$ cat config.mk
export PLATFORM = sky130hd
export DESIGN_NAME = cltd_core
export DESIGN_NICKNAME = d
export VERILOG_FILES = /design/src/cltd_pkg.sv /design/src/cltd_alu.sv /design/src/cltd_core.sv
export VERILOG_INCLUDE_DIRS = /design/src /design/src/src
export SDC_FILE = /design/constraint.sdc
export NUM_CORES = 2
export LEC_CHECK = 0
export BUFFER_PORTS_ARGS = -buffer_cell sky130_fd_sc_hd__buf_4
export CAP_MARGIN = 20
export CELL_PAD_IN_SITES_DETAIL_PLACEMENT = 2
export CELL_PAD_IN_SITES_GLOBAL_PLACEMENT = 2
export CORE_MARGIN = 8
export CORE_UTILIZATION = 40
export DETAILED_ROUTE_END_ITERATION = 10
export GPL_TIMING_DRIVEN = 0
export PLACE_DENSITY = 0.73
export RECOVER_POWER = 100
export SLEW_MARGIN = 0
export SYNTH_ARGS = -nofsm -noshare
export SYNTH_HDL_FRONTEND = slang
export SYNTH_HIERARCHICAL = 1
export SYNTH_SLANG_ARGS = --single-unit
$ cat constraint.sdc
create_clock -name core_clk -period 8.7 [get_ports core_clk]
set_clock_uncertainty 0.1 [all_clocks]
set_input_delay 0.435 -clock core_clk [delete_from_list [all_inputs] [get_ports core_clk]]
set_output_delay 0.435 -clock core_clk [all_outputs]
set_load 0.02 [all_outputs]
$ cat src/cltd_consts.svh
// Constants for the control and literal instruction decoder.
// Assumes it is included by bare name from the core.
`ifndef CLTD_CONSTS_SVH
`define CLTD_CONSTS_SVH

// Register indices on the plain register port.
`define CLTD_REG_CTRL   4'h0
`define CLTD_REG_STATUS 4'h1
`define CLTD_REG_WORK   4'h2
`define CLTD_REG_PC     4'h3
`define CLTD_REG_TPTR   4'h4
`define CLTD_REG_TLAT   4'h5
`define CLTD_REG_PROD   4'h6
`define CLTD_REG_PTR0   4'h7
`define CLTD_REG_PTR1   4'h8
`define CLTD_REG_PTR2   4'h9

// Control register field positions and reset value.
`define CLTD_CTRL_RUN  0
`define CLTD_CTRL_GIE  1
`define CLTD_CTRL_PEIE 2
`define CLTD_CTRL_RST  3'h0

// Reset values of the working state.
`define CLTD_W_RST    8'h00
`define CLTD_PC_RST   20'h00000
`define CLTD_FLAG_RST 5'h00

// Return stack size.
`define CLTD_STACK_DEPTH 31
`define CLTD_SP_FULL     5'h1f

// Top nibbles of instruction groups.
`define CLTD_HI_LIT    4'h0
`define CLTD_HI_REL    4'hd
`define CLTD_HI_BRANCH 4'he
`define CLTD_HI_WORD2  4'hf

// Second nibbles of literal operations and of the two-word branch-group words.
`define CLTD_N2_SUB  4'h8
`define CLTD_N2_IOR  4'h9
`define CLTD_N2_XOR  4'ha
`define CLTD_N2_AND  4'hb
`define CLTD_N2_RETL 4'hc
`define CLTD_N2_MUL  4'hd
`define CLTD_N2_MOV  4'he
`define CLTD_N2_ADD  4'hf
`define CLTD_N2_PTR  4'he
`define CLTD_N2_JMP  4'hf

// Single-word control opcodes.
`define CLTD_OP_SLEEP  16'h0003
`define CLTD_OP_WDCLR  16'h0004
`define CLTD_OP_PUSH   16'h0005
`define CLTD_OP_POP    16'h0006
`define CLTD_OP_DAW    16'h0007
`define CLTD_OP_SWRST  16'h00ff
`define CLTD_OP_IRET   15'h0008
`define CLTD_OP_RET    15'h0009
`define CLTD_OP_PROGRAM_MEMORY_READ  14'h0002
`define CLTD_OP_PROGRAM_MEMORY_WRITE  14'h0003
`define CLTD_OP_BANK   12'h010

`endif

$ cat src/cltd_pkg.sv
// Types shared by the control and literal instruction decoder.
// Assumes the constants header sits beside it.
package cltd_pkg;
  typedef enum logic [3:0] {
    ST_EXEC  = 4'h1,
    ST_WORD2 = 4'h2,
    ST_FLUSH = 4'h4,
    ST_SLEEP = 4'h8
  } cltd_state_e;

  typedef enum logic [2:0] {
    ALU_PASS = 3'h0,
    ALU_ADD  = 3'h1,
    ALU_SUB  = 3'h2,
    ALU_AND  = 3'h3,
    ALU_OR   = 3'h4,
    ALU_XOR  = 3'h5,
    ALU_DAW  = 3'h6
  } cltd_alu_e;

  typedef logic [19:0] cltd_pc_t;
endpackage

$ cat src/cltd_alu.sv
// Eight-bit literal arithmetic and logic unit with flag results.
// Assumes the caller decides which flags it actually writes back.
`timescale 1ns/1ps
module cltd_alu (
  input  wire cltd_pkg::cltd_alu_e op,     // Operation select.
  input  wire logic [7:0]          wIn,    // Working register value.
  input  wire logic [7:0]          litIn,  // Literal from the word.
  input  wire logic                cIn,    // Current carry flag.
  input  wire logic                dcIn,   // Current half-carry flag.
  output logic      [7:0]          result, // Operation result.
  output logic                     cOut,   // Carry result.
  output logic                     dcOut,  // Half-carry result.
  output logic                     zOut,   // Zero result.
  output logic                     ovOut,  // Signed overflow result.
  output logic                     nOut    // Negative result.
);
  logic [8:0] sumFull;
  logic [4:0] sumHalf;
  logic [8:0] difFull;
  logic [4:0] difHalf;
  logic [8:0] dawLow;
  logic [8:0] dawHigh;
  logic       lowFix;
  logic       highFix;

  // Subtraction is literal minus working register; carry means no borrow.
  assign sumFull = {1'b0, litIn} + {1'b0, wIn};
  assign sumHalf = {1'b0, litIn[3:0]} + {1'b0, wIn[3:0]};
  assign difFull = {1'b0, litIn} + {1'b0, ~wIn} + 9'h001;
  assign difHalf = {1'b0, litIn[3:0]} + {1'b0, ~wIn[3:0]} + 5'h01;

  // Decimal correction fixes each nibble that left the range 0 to 9.
  assign lowFix  = (wIn[3:0] > 4'h9) || dcIn;
  assign dawLow  = {1'b0, wIn} + (lowFix ? 9'h006 : 9'h000);
  assign highFix = (dawLow[7:4] > 4'h9) || cIn || dawLow[8];
  assign dawHigh = dawLow + (highFix ? 9'h060 : 9'h000);

  // Result and flag selection per operation.
  always_comb begin
    result = litIn;
    cOut   = cIn;
    dcOut  = dcIn;
    ovOut  = 1'b0;
    case (op)
      cltd_pkg::ALU_ADD: begin
        result = sumFull[7:0];
        cOut   = sumFull[8];
        dcOut  = sumHalf[4];
        ovOut  = (litIn[7] == wIn[7]) && (sumFull[7] != litIn[7]);
      end
      cltd_pkg::ALU_SUB: begin
        result = difFull[7:0];
        cOut   = difFull[8];
        dcOut  = difHalf[4];
        ovOut  = (litIn[7] != wIn[7]) && (difFull[7] != litIn[7]);
      end
      cltd_pkg::ALU_AND: result = litIn & wIn;
      cltd_pkg::ALU_OR:  result = litIn | wIn;
      cltd_pkg::ALU_XOR: result = litIn ^ wIn;
      cltd_pkg::ALU_DAW: begin
        result = dawHigh[7:0];
        cOut   = highFix;
      end
      default: result = litIn;
    endcase
  end

  assign zOut = (result == 8'h00);
  assign nOut = result[7];
endmodule

$ cat src/cltd_core.sv
// Control-flow, literal and table-access instruction execution core.
// Assumes an asynchronous program memory answering progWord for progAddr
// in the same cycle, and a table memory on the same clock.
//
// The strobed register port and the placing of the registers were decided locally.
`timescale 1ns/1ps
`include "cltd_consts.svh"

module cltd_core (
  input  wire logic        core_clk,   // Instruction-cycle clock.
  input  wire logic        reset,      // Synchronous reset, high.
  output logic [19:0]      progAddr,   // Program word address.
  input  wire logic [15:0] progWord,   // Word at progAddr.
  output logic [20:0]      tblAddr,    // Table byte address.
  output logic             tblRdStb,   // Table read strobe.
  input  wire logic [7:0]  tblRdData,  // Read data while strobed.
  output logic             tblWrReq,   // Table write in progress.
  output logic [7:0]       tblWrData,  // Table write data.
  input  wire logic        tblWrDone,  // Write finished pulse.
  input  wire logic        wakeEvt,    // Wake from standby.
  output logic             wdtClear,   // Watchdog clear pulse.
  output logic             sleepMode,  // Standby indicator.
  output logic             softReset,  // Software reset pulse.
  output logic             gieOut,     // Global interrupt enable.
  output logic             peieOut,    // Peripheral interrupt enable.
  input  wire logic [3:0]  regAddr,    // Register index.
  input  wire logic [31:0] regWrData,  // Register write data.
  input  wire logic        regWrStb,   // Register write strobe.
  input  wire logic        regRdStb,   // Register read strobe.
  output logic [31:0]      regRdData   // Read data, next cycle.
);
  cltd_pkg::cltd_state_e state_ff, nxt_state;
  cltd_pkg::cltd_pc_t    pc_ff, nxt_pc, pcNext, brTarget, relTarget;
  cltd_pkg::cltd_pc_t    stack_ff [0:`CLTD_STACK_DEPTH-1];
  cltd_pkg::cltd_pc_t    stackTop, stkVal;
  cltd_pkg::cltd_alu_e   aluOp;
  logic [4:0]  sp_ff, nxt_sp;
  logic [7:0]  w_ff, nxt_w, aluRes, lit;
  logic [3:0]  bsr_ff, nxt_bsr, hi, n2;
  logic [4:0]  flags_ff, nxt_flags, aluFlags;
  logic [14:0] shadow_ff;
  logic        to_ff, nxt_to, pd_ff, nxt_pd;
  logic        run_ff, nxt_run, gie_ff, nxt_gie, peie_ff, nxt_peie;
  logic [15:0] word1_ff, nxt_word1, prod_ff, nxt_prod;
  logic [20:0] tptr_ff, nxt_tptr, tptrInc, tptrDec, nxt_taddr;
  logic [7:0]  tlat_ff, nxt_tlat, nxt_twdata;
  logic [11:0] ptr_ff [0:2];
  logic [11:0] nxt_ptr [0:2];
  logic        nxt_trd, nxt_twr, nxt_wdt, nxt_soft;
  logic        stkPush, stkPop, shadowSave, coreReset, tblBusy;
  logic        isBranch, condMet, isRelJmp, isRcall, isLong, isIret;
  logic        isRet, isRetl, isAlu, isLogic, isMov, isMul, isBank;
  logic        isTblRd, isTblWt, isDaw;
  logic [31:0] rdMux;

  // Field extraction and decode of the word at the program counter.
  assign hi       = progWord[15:12];
  assign n2       = progWord[11:8];
  assign lit      = progWord[7:0];
  assign pcNext   = pc_ff + 20'h00001;
  assign brTarget = pcNext + {{12{lit[7]}}, lit};
  assign relTarget = pcNext + {{9{progWord[10]}}, progWord[10:0]};
  assign isBranch = (hi == `CLTD_HI_BRANCH) && !progWord[11];
  assign isRelJmp = (hi == `CLTD_HI_REL) && !progWord[11];
  assign isRcall  = (hi == `CLTD_HI_REL) && progWord[11];
  assign isLong   = (hi == `CLTD_HI_BRANCH) && (n2[3:1] == 3'h6 ||
                    n2 == `CLTD_N2_JMP || (n2 == `CLTD_N2_PTR &&
                    progWord[7:6] == 2'h0));
  assign isIret   = progWord[15:1] == `CLTD_OP_IRET;
  assign isRet    = progWord[15:1] == `CLTD_OP_RET;
  assign isRetl   = (hi == `CLTD_HI_LIT) && (n2 == `CLTD_N2_RETL);
  assign isMov    = (hi == `CLTD_HI_LIT) && (n2 == `CLTD_N2_MOV);
  assign isMul    = (hi == `CLTD_HI_LIT) && (n2 == `CLTD_N2_MUL);
  assign isBank   = progWord[15:4] == `CLTD_OP_BANK;
  assign isDaw    = progWord == `CLTD_OP_DAW;
  assign isTblRd  = progWord[15:2] == `CLTD_OP_PROGRAM_MEMORY_READ;
  assign isTblWt  = progWord[15:2] == `CLTD_OP_PROGRAM_MEMORY_WRITE;
  assign isLogic  = (hi == `CLTD_HI_LIT) && (n2 == `CLTD_N2_AND ||
                    n2 == `CLTD_N2_IOR || n2 == `CLTD_N2_XOR);
  assign isAlu    = isLogic || isDaw || ((hi == `CLTD_HI_LIT) &&
                    (n2 == `CLTD_N2_ADD || n2 == `CLTD_N2_SUB));

  // Condition code: bits 2:1 pick zero, carry, overflow, negative;
  // bit 0 inverts the test. Flags are packed {n, ov, z, dc, c}.
  assign condMet = progWord[8] ^ (progWord[10:9] == 2'h0 ? flags_ff[2] :
                   progWord[10:9] == 2'h1 ? flags_ff[0] :
                   progWord[10:9] == 2'h2 ? flags_ff[3] :
                   flags_ff[4]);

  // Operation select for the literal unit.
  assign aluOp = isDaw ? cltd_pkg::ALU_DAW :
                 n2 == `CLTD_N2_ADD ? cltd_pkg::ALU_ADD :
                 n2 == `CLTD_N2_SUB ? cltd_pkg::ALU_SUB :
                 n2 == `CLTD_N2_AND ? cltd_pkg::ALU_AND :
                 n2 == `CLTD_N2_IOR ? cltd_pkg::ALU_OR :
                 n2 == `CLTD_N2_XOR ? cltd_pkg::ALU_XOR :
                 cltd_pkg::ALU_PASS;

  cltd_alu u_alu (
    .op     (aluOp),
    .wIn    (w_ff),
    .litIn  (isDaw ? w_ff : lit),
    .cIn    (flags_ff[0]),
    .dcIn   (flags_ff[1]),
    .result (aluRes),
    .cOut   (aluFlags[0]),
    .dcOut  (aluFlags[1]),
    .zOut   (aluFlags[2]),
    .ovOut  (aluFlags[3]),
    .nOut   (aluFlags[4])
  );

  // Stack top, table pointer arithmetic and the shared-resource guard.
  // Table ops stall while a write runs so its address is never disturbed.
  assign stackTop  = stack_ff[(sp_ff == 5'h00) ? 5'h00 : sp_ff - 5'h01];
  assign tptrInc   = tptr_ff + 21'h000001;
  assign tptrDec   = tptr_ff - 21'h000001;
  assign tblBusy   = tblWrReq && !tblWrDone;
  assign coreReset = reset || softReset;

  // Next-state logic for instruction execution and register writes.
  always_comb begin
    nxt_state  = state_ff;
    nxt_pc     = pc_ff;
    nxt_w      = w_ff;
    nxt_bsr    = bsr_ff;
    nxt_flags  = flags_ff;
    nxt_to     = to_ff;
    nxt_pd     = pd_ff;
    nxt_run    = run_ff;
    nxt_gie    = gie_ff;
    nxt_peie   = peie_ff;
    nxt_word1  = word1_ff;
    nxt_prod   = prod_ff;
    nxt_tptr   = tptr_ff;
    nxt_tlat   = tlat_ff;
    nxt_ptr    = ptr_ff;
    nxt_sp     = sp_ff;
    nxt_taddr  = tblAddr;
    nxt_twdata = tblWrData;
    nxt_trd    = 1'b0;
    nxt_twr    = tblBusy;
    nxt_wdt    = 1'b0;
    nxt_soft   = 1'b0;
    stkPush    = 1'b0;
    stkPop     = 1'b0;
    stkVal     = pcNext;
    shadowSave = 1'b0;
    case (state_ff)
      cltd_pkg::ST_EXEC: begin
        if (run_ff && !((isTblRd || isTblWt) && tblBusy)) begin
          nxt_pc = pcNext;
          if (isBranch) begin
            if (condMet) begin
              nxt_pc    = brTarget;
              nxt_state = cltd_pkg::ST_FLUSH;
            end
          end else if (isRelJmp || isRcall) begin
            nxt_pc    = relTarget;
            stkPush   = isRcall;
            nxt_state = cltd_pkg::ST_FLUSH;
          end else if (isLong) begin
            nxt_word1 = progWord;
            nxt_state = cltd_pkg::ST_WORD2;
          end else if (isIret || isRet || isRetl) begin
            nxt_pc    = stackTop;
            stkPop    = 1'b1;
            nxt_state = cltd_pkg::ST_FLUSH;
            if (isIret) begin
              nxt_gie  = 1'b1;
              nxt_peie = 1'b1;
            end
            if (isRetl) begin
              nxt_w = lit;
            end else if (progWord[0]) begin
              nxt_w     = shadow_ff[7:0];
              nxt_bsr   = shadow_ff[11:8];
              nxt_flags = {shadow_ff[14:12], nxt_flags[1:0]};
            end
          end else if (isAlu) begin
            nxt_w = aluRes;
            if (isDaw) begin
              nxt_flags[0] = aluFlags[0];
            end else if (isLogic) begin
              nxt_flags[2] = aluFlags[2];
              nxt_flags[4] = aluFlags[4];
            end else begin
              nxt_flags = aluFlags;
            end
          end else if (isMov) begin
            nxt_w = lit;
          end else if (isMul) begin
            nxt_prod = 16'(lit) * 16'(w_ff);
          end else if (isBank) begin
            nxt_bsr = lit[3:0];
          end else if (progWord == `CLTD_OP_PUSH) begin
            stkPush = 1'b1;
          end else if (progWord == `CLTD_OP_POP) begin
            stkPop = 1'b1;
          end else if (progWord == `CLTD_OP_SLEEP) begin
            nxt_to    = 1'b1;
            nxt_pd    = 1'b0;
            nxt_wdt   = 1'b1;
            nxt_state = cltd_pkg::ST_SLEEP;
          end else if (progWord == `CLTD_OP_WDCLR) begin
            nxt_to  = 1'b1;
            nxt_pd  = 1'b1;
            nxt_wdt = 1'b1;
          end else if (progWord == `CLTD_OP_SWRST) begin
            nxt_soft = 1'b1;
          end else if (isTblRd || isTblWt) begin
            nxt_taddr = (progWord[1:0] == 2'h3) ? tptrInc : tptr_ff;
            nxt_tptr  = progWord[1:0] == 2'h2 ? tptrDec :
                        progWord[0] ? tptrInc : tptr_ff;
            nxt_trd    = isTblRd;
            nxt_twr    = isTblWt || tblBusy;
            nxt_twdata = isTblWt ? tlat_ff : tblWrData;
            nxt_state  = cltd_pkg::ST_FLUSH;
          end
          // Any other word, a stray 1111 word among them, is a no-op.
        end
      end
      cltd_pkg::ST_WORD2: begin
        // The second word is consumed whatever its contents.
        nxt_pc    = pcNext;
        nxt_state = cltd_pkg::ST_EXEC;
        if (word1_ff[11:9] == 3'h6) begin
          nxt_pc     = {word1_ff[7:0], progWord[11:0]};
          stkPush    = 1'b1;
          shadowSave = word1_ff[8];
        end else if (word1_ff[11:8] == `CLTD_N2_JMP) begin
          nxt_pc = {word1_ff[7:0], progWord[11:0]};
        end else if (word1_ff[5:4] != 2'h3) begin
          nxt_ptr[word1_ff[5:4]] = {word1_ff[3:0], progWord[7:0]};
        end
      end
      cltd_pkg::ST_FLUSH: begin
        nxt_state = cltd_pkg::ST_EXEC;
        if (tblRdStb) begin
          nxt_tlat = tblRdData;
        end
      end
      cltd_pkg::ST_SLEEP: begin
        if (wakeEvt) begin
          nxt_state = cltd_pkg::ST_EXEC;
        end
      end
      default: nxt_state = cltd_pkg::ST_EXEC;
    endcase
    // A register-port write wins over the core in the same cycle.
    if (regWrStb) begin
      case (regAddr)
        `CLTD_REG_CTRL: begin
          nxt_run  = regWrData[`CLTD_CTRL_RUN];
          nxt_gie  = regWrData[`CLTD_CTRL_GIE];
          nxt_peie = regWrData[`CLTD_CTRL_PEIE];
        end
        `CLTD_REG_WORK: begin
          nxt_w   = regWrData[7:0];
          nxt_bsr = regWrData[11:8];
        end
        `CLTD_REG_TPTR: nxt_tptr = regWrData[20:0];
        `CLTD_REG_TLAT: nxt_tlat = regWrData[7:0];
        default: nxt_run = nxt_run;
      endcase
    end
  end

  // Read-back multiplexer; unmapped indices read as zero.
  assign rdMux =
    regAddr == `CLTD_REG_CTRL   ? {29'h0, peie_ff, gie_ff, run_ff} :
    regAddr == `CLTD_REG_STATUS ? {21'h0, state_ff, to_ff, pd_ff,
                                   flags_ff} :
    regAddr == `CLTD_REG_WORK   ? {20'h0, bsr_ff, w_ff} :
    regAddr == `CLTD_REG_PC     ? {12'h0, pc_ff} :
    regAddr == `CLTD_REG_TPTR   ? {11'h0, tptr_ff} :
    regAddr == `CLTD_REG_TLAT   ? {24'h0, tlat_ff} :
    regAddr == `CLTD_REG_PROD   ? {16'h0, prod_ff} :
    regAddr == `CLTD_REG_PTR0   ? {20'h0, ptr_ff[0]} :
    regAddr == `CLTD_REG_PTR1   ? {20'h0, ptr_ff[1]} :
    regAddr == `CLTD_REG_PTR2   ? {20'h0, ptr_ff[2]} : 32'h0;

  // Architectural state; software reset clears it like a hard reset.
  always_ff @(posedge core_clk) begin
    if (coreReset) begin
      state_ff <= cltd_pkg::ST_EXEC;
      pc_ff    <= `CLTD_PC_RST;
      w_ff     <= `CLTD_W_RST;
      bsr_ff   <= 4'h0;
      flags_ff <= `CLTD_FLAG_RST;
      to_ff    <= 1'b1;
      pd_ff    <= 1'b1;
      word1_ff <= 16'h0000;
      prod_ff  <= 16'h0000;
      tptr_ff  <= 21'h000000;
      tlat_ff  <= 8'h00;
      sp_ff    <= 5'h00;
      gie_ff   <= 1'b0;
      peie_ff  <= 1'b0;
    end else begin
      state_ff <= nxt_state;
      pc_ff    <= nxt_pc;
      w_ff     <= nxt_w;
      bsr_ff   <= nxt_bsr;
      flags_ff <= nxt_flags;
      to_ff    <= nxt_to;
      pd_ff    <= nxt_pd;
      word1_ff <= nxt_word1;
      prod_ff  <= nxt_prod;
      tptr_ff  <= nxt_tptr;
      tlat_ff  <= nxt_tlat;
      gie_ff   <= nxt_gie;
      peie_ff  <= nxt_peie;
      sp_ff    <= nxt_sp + ((stkPush && sp_ff != `CLTD_SP_FULL) ? 5'h01 :
                  (stkPop && sp_ff != 5'h00) ? 5'h1f : 5'h00);
    end
  end

  // Pointers, one per indirect channel.
  for (genvar i = 0; i < 3; i++) begin : g_ptr
    always_ff @(posedge core_clk) begin
      ptr_ff[i] <= coreReset ? 12'h000 : nxt_ptr[i];
    end
  end

  // Stack storage and shadow context hold no reset; only sp is control.
  always_ff @(posedge core_clk) begin
    if (stkPush && sp_ff != `CLTD_SP_FULL) begin
      stack_ff[sp_ff] <= stkVal;
    end
    if (shadowSave) begin
      shadow_ff <= {flags_ff[4:2], bsr_ff, w_ff};
    end
  end

  // Outputs. The write request is cleared only by a hard reset so that a
  // software reset cannot cut an internal write short.
  always_ff @(posedge core_clk) begin
    tblWrReq  <= reset ? 1'b0 : nxt_twr;
    tblWrData <= reset ? 8'h00 : nxt_twdata;
    tblAddr   <= reset ? 21'h000000 : nxt_taddr;
    softReset <= reset ? 1'b0 : nxt_soft;
    run_ff    <= reset ? 1'b0 : nxt_run;
    tblRdStb  <= coreReset ? 1'b0 : nxt_trd;
    wdtClear  <= coreReset ? 1'b0 : nxt_wdt;
    sleepMode <= !coreReset && (nxt_state == cltd_pkg::ST_SLEEP);
    gieOut    <= !coreReset && nxt_gie;
    peieOut   <= !coreReset && nxt_peie;
    progAddr  <= coreReset ? `CLTD_PC_RST : nxt_pc;
    regRdData <= (reset || !regRdStb) ? 32'h0 : rdMux;
  end
endmodule

==> impl_results.md <==
- Outcome: complete, but fails checks
- Failing checks: max-capacitance violations, max-slew violations
- PortBufs: 128
- Final hold viol count: 0
- Routed via count: between 30000 and 40000
- Pre-antenna DRT Iters: 6
- Area after DPL: roughly 46000 µm²
- Initial antenna violation count: 16
- Setup WS pre-CTS: between 1.5 and 2 ns
- Max Root-Sink Buffers: 3
- Synthesized cell area: between 40000 and 50000 µm²
- Syn. warnings: 6
- Layout Cells excl Fill: ~5700
- Crit Path Class: reg -> reg
- Setup TNS: 0 ns
- Register Area: approximately 23000 µm²
- Per-cell routed wire length: around 38 µm
- Core region area: 103300 µm²
- Clock power share: between 40 and 50%
- Sequential share of power: around 49%
- Pwr Total: 8747 µW
- Seq cells post-synth: around 840
- Tightest Pin Transition: just under 3 ns
- Pwr per Cell Area: ~180 nW/µm²
- I/O Pins: ~150
- Global-route wire length before repair: between 300 and 400 mm
- Placed cells: 5476
- Root Buffer: clkbuf_16
- Grt ovf: 0
- RePlAce Congestion: ~0.9
- Hold Crit Depth: 3
- Fin worst setup slack: 0.7316 ns
- CTS Sinks: around 840
- Pleak: approximately 0.017 µW
- Total CTS buffers: between 90 and 100
- CP arrival: between 8 and 9 ns
- Sw Pwr: around 2200 µW
- DRT iter0 DRCs: between 4000 and 5000
- Die Span Y: approximately 340 µm
- EDFF count, synth: around 640
- Minimum clock period: 7.968 ns
- Initial core utilization: 40.24%
- Chip Width: around 340 µm
- Maximum vdd ir drop: between 150 and 200 µV
- Post-CTS Resized: 0
- Achievable Freq: roughly 130 MHz
- Vias in the first global route: a little under 40000
- Crit start category: flip-flop
- Die Footprint: approximately 110000 µm²
- Switching part of the total: 24.82%
- Nets: between 4000 and 5000
- Clock transition at path regs: 0.07 ns
- Worst-Skew Late Latency: around 0.70 ns
- Fraction of registers with async set/reset: 0%
- Hold Crit Class: in -> reg
- CP max FO: 10
- Synth Instances: slightly below 4000
- Logic pwr share: ~5.3%
- Total global-route track usage: between 30% and 40%
- Pin count of the biggest net entering global routing: 37
- RSZ-0062 raised after global routing: no
- Final ANT Viol Nets: 0
- Syn Area/Cell: between 10 and 15 µm²
- Hpwl dp: 153.8 mm
- CTS tree: yes
- Fill cells: about 11000
- Post-synth top flop: edfxtp_1
- Layout cells sized above 1: under 10%
- H-tree Lvls: 3
- CP Data Required Time: 9.20 ns
- Finish-stage setup viols: 0
- DRC: 0
- Slew Limit Fails: 894
- Finished Cell Area: roughly 48000 µm²
- Post-synthesis cell type count: 94
- Multi-input logic area: about 17000 µm²
- Post-DR vias/cell: ~6.6
- CP endpoint kind: flip-flop
- Most common cell after layout, fill and taps aside: nand2_1
- Sequential area share after synthesis: a little under three fifths
- # rows: 118
- Commonest non-fill, non-tap cells in the layout: nand2_1 (642), edfxtp_1 (635), clkbuf_1 (343)
- Area Growth Syn to Fin: 14.35%
- Pint: around 6600 µW
- Max-cap violations: 50
- Post-Route WL: roughly 220 mm
- Final worst-path cycle share: around nine tenths
- Worst slew margin: -97.74%
- Worst reg-to-reg path cell count: 18
-- Yosys cell counts (all sizes together) (42+ instances only) --
cell type  instances  share of area, %
a211oi            87               1.6
a21oi            235               2.8
a311oi            80               1.7
and2              44              0.67
and3              51              0.77
buf              127               1.7
clkbuf           163               1.5
dfxtp            200               9.6
edfxtp           635                46
fa                42               2.0
ha               105               3.2
inv              104              0.94
mux2i             99               2.4
nand2            642               5.8
nand3            181               2.2
nor2             273               2.5
nor3              70              0.89
o21ai            120               1.5
o221ai            98               2.1
xnor2             61               1.3
xor2              45              0.95
-- through the flow --
| stage | utilization, % | hold WS, ns |
|---|---|---|
| after CTS | 47.54 | 0.002460 |
| after floorplan | - | 0.3254 |
| after global placement | 42.88 | 0.3417 |
| final | 46.02 | 0.02276 |
| after detailed placement | 44.40 | 0.3498 |
| after global routing | 46.00 | 0.006996 |
-- sequential cells by signal, indices dropped and copies added (netlist names), 4 cells and up --
signal,cells
tblWrData,8
tlat_ff,8
word1_ff,12
prod_ff,16
tptr_ff,21
flags_ff,5
bsr_ff,4
ptr_ff,36
state_ff,4
stack_ff,620
w_ff,8
regRdData,21
shadow_ff,15
progAddr,20
tblAddr,21
nxt_sp,5
-- worst max-delay path, stage by stage (launching register included) --
cell and delay (ns):
dfxtp_1 0.42, inv_1 0.25, clkbuf_1 0.81, clkbuf_1 0.46, clkbuf_1 0.80, ha_1 0.37, xor2_1 0.23, clkbuf_1 0.64
nand2_1 0.29, clkbuf_1 0.35, clkbuf_1 0.52, buf_2 0.38, nand2_1 0.13, nand3_1 0.18, a221oi_1 0.78, a31oi_1 0.17
o21ai_0 0.63, nand4b_1 0.16, and3_1 0.17
-- per-layer routing --
metal | routed length (µm) | part of all wire, % | vias up | GRT usage [%]
met5 | 104 | 0.048 | - | 0
met4 | 13540 | 6.3 | 14 | 18.08
met3 | 23250 | 11 | 682 | 8.589
met2 | 94600 | 44 | 2494 | 55.59
met1 | 85050 | 39 | 19409 | 47.67
li1 | - | - | 15104 | -
-- worst paths after layout --
check | startpoint | end | slack [ns]
setup / recovery | nxt_sp[0] | progAddr[19] | 0.73
hold / removal | regWrData[7] | tptr_ff[7] | 0.02
hold reg to reg | ptr_ff[31] | ptr_ff[31] | 0.36
setup reg to reg | nxt_sp[0] | progAddr[19] | 0.73
-- power by group through the flow --
stage	Clock (µW)	Combinational (µW)	Sequential, µW
detailed placement	0	449	4360
floorplan	0	239	4350
global route	4130	484	4270
CTS	4000	462	4270
finish	4010	463	4270
global placement	0	426	4360
-- area by class of cell --
cell class	instances	share of cell area [%]
Timing Repair Buffer	230	2.726
Antenna cell	6	0.03157
Buffer	290	2.741
Clock buffer	116	5.207
Multi-Input combinational cell	2674	35.28
Inverter	105	0.8287
Tap cell	1380	3.631
Sequential cell	835	48.51
Clock inverter	57	1.044
-- timing repair --
action                    4_1_cts  5_1_grt
buffers inserted                0        0
hold endpoints to repair       37        0
hold buffers                   28        0
-- cell families (layout without fill, tap and decap cells) --
| group | count (synthesis) | in the layout | synth area share [%] |
|---|---|---|---|
| adders and majority gates | 147 | 147 | 5.181 |
| buffers and inverters | 395 | 798 | 4.164 |
| xor gates and xnor gates | 106 | 106 | 2.232 |
| DFF | 835 | 835 | 55.48 |
| and+or+nand+nor | 1418 | 1418 | 15.48 |
| other | 1 | 17 | 0.009017 |
| AOI/OAI and AO/OA | 876 | 876 | 14.48 |
| muxes | 116 | 116 | 2.969 |
(Power assumes the default switching activity.)
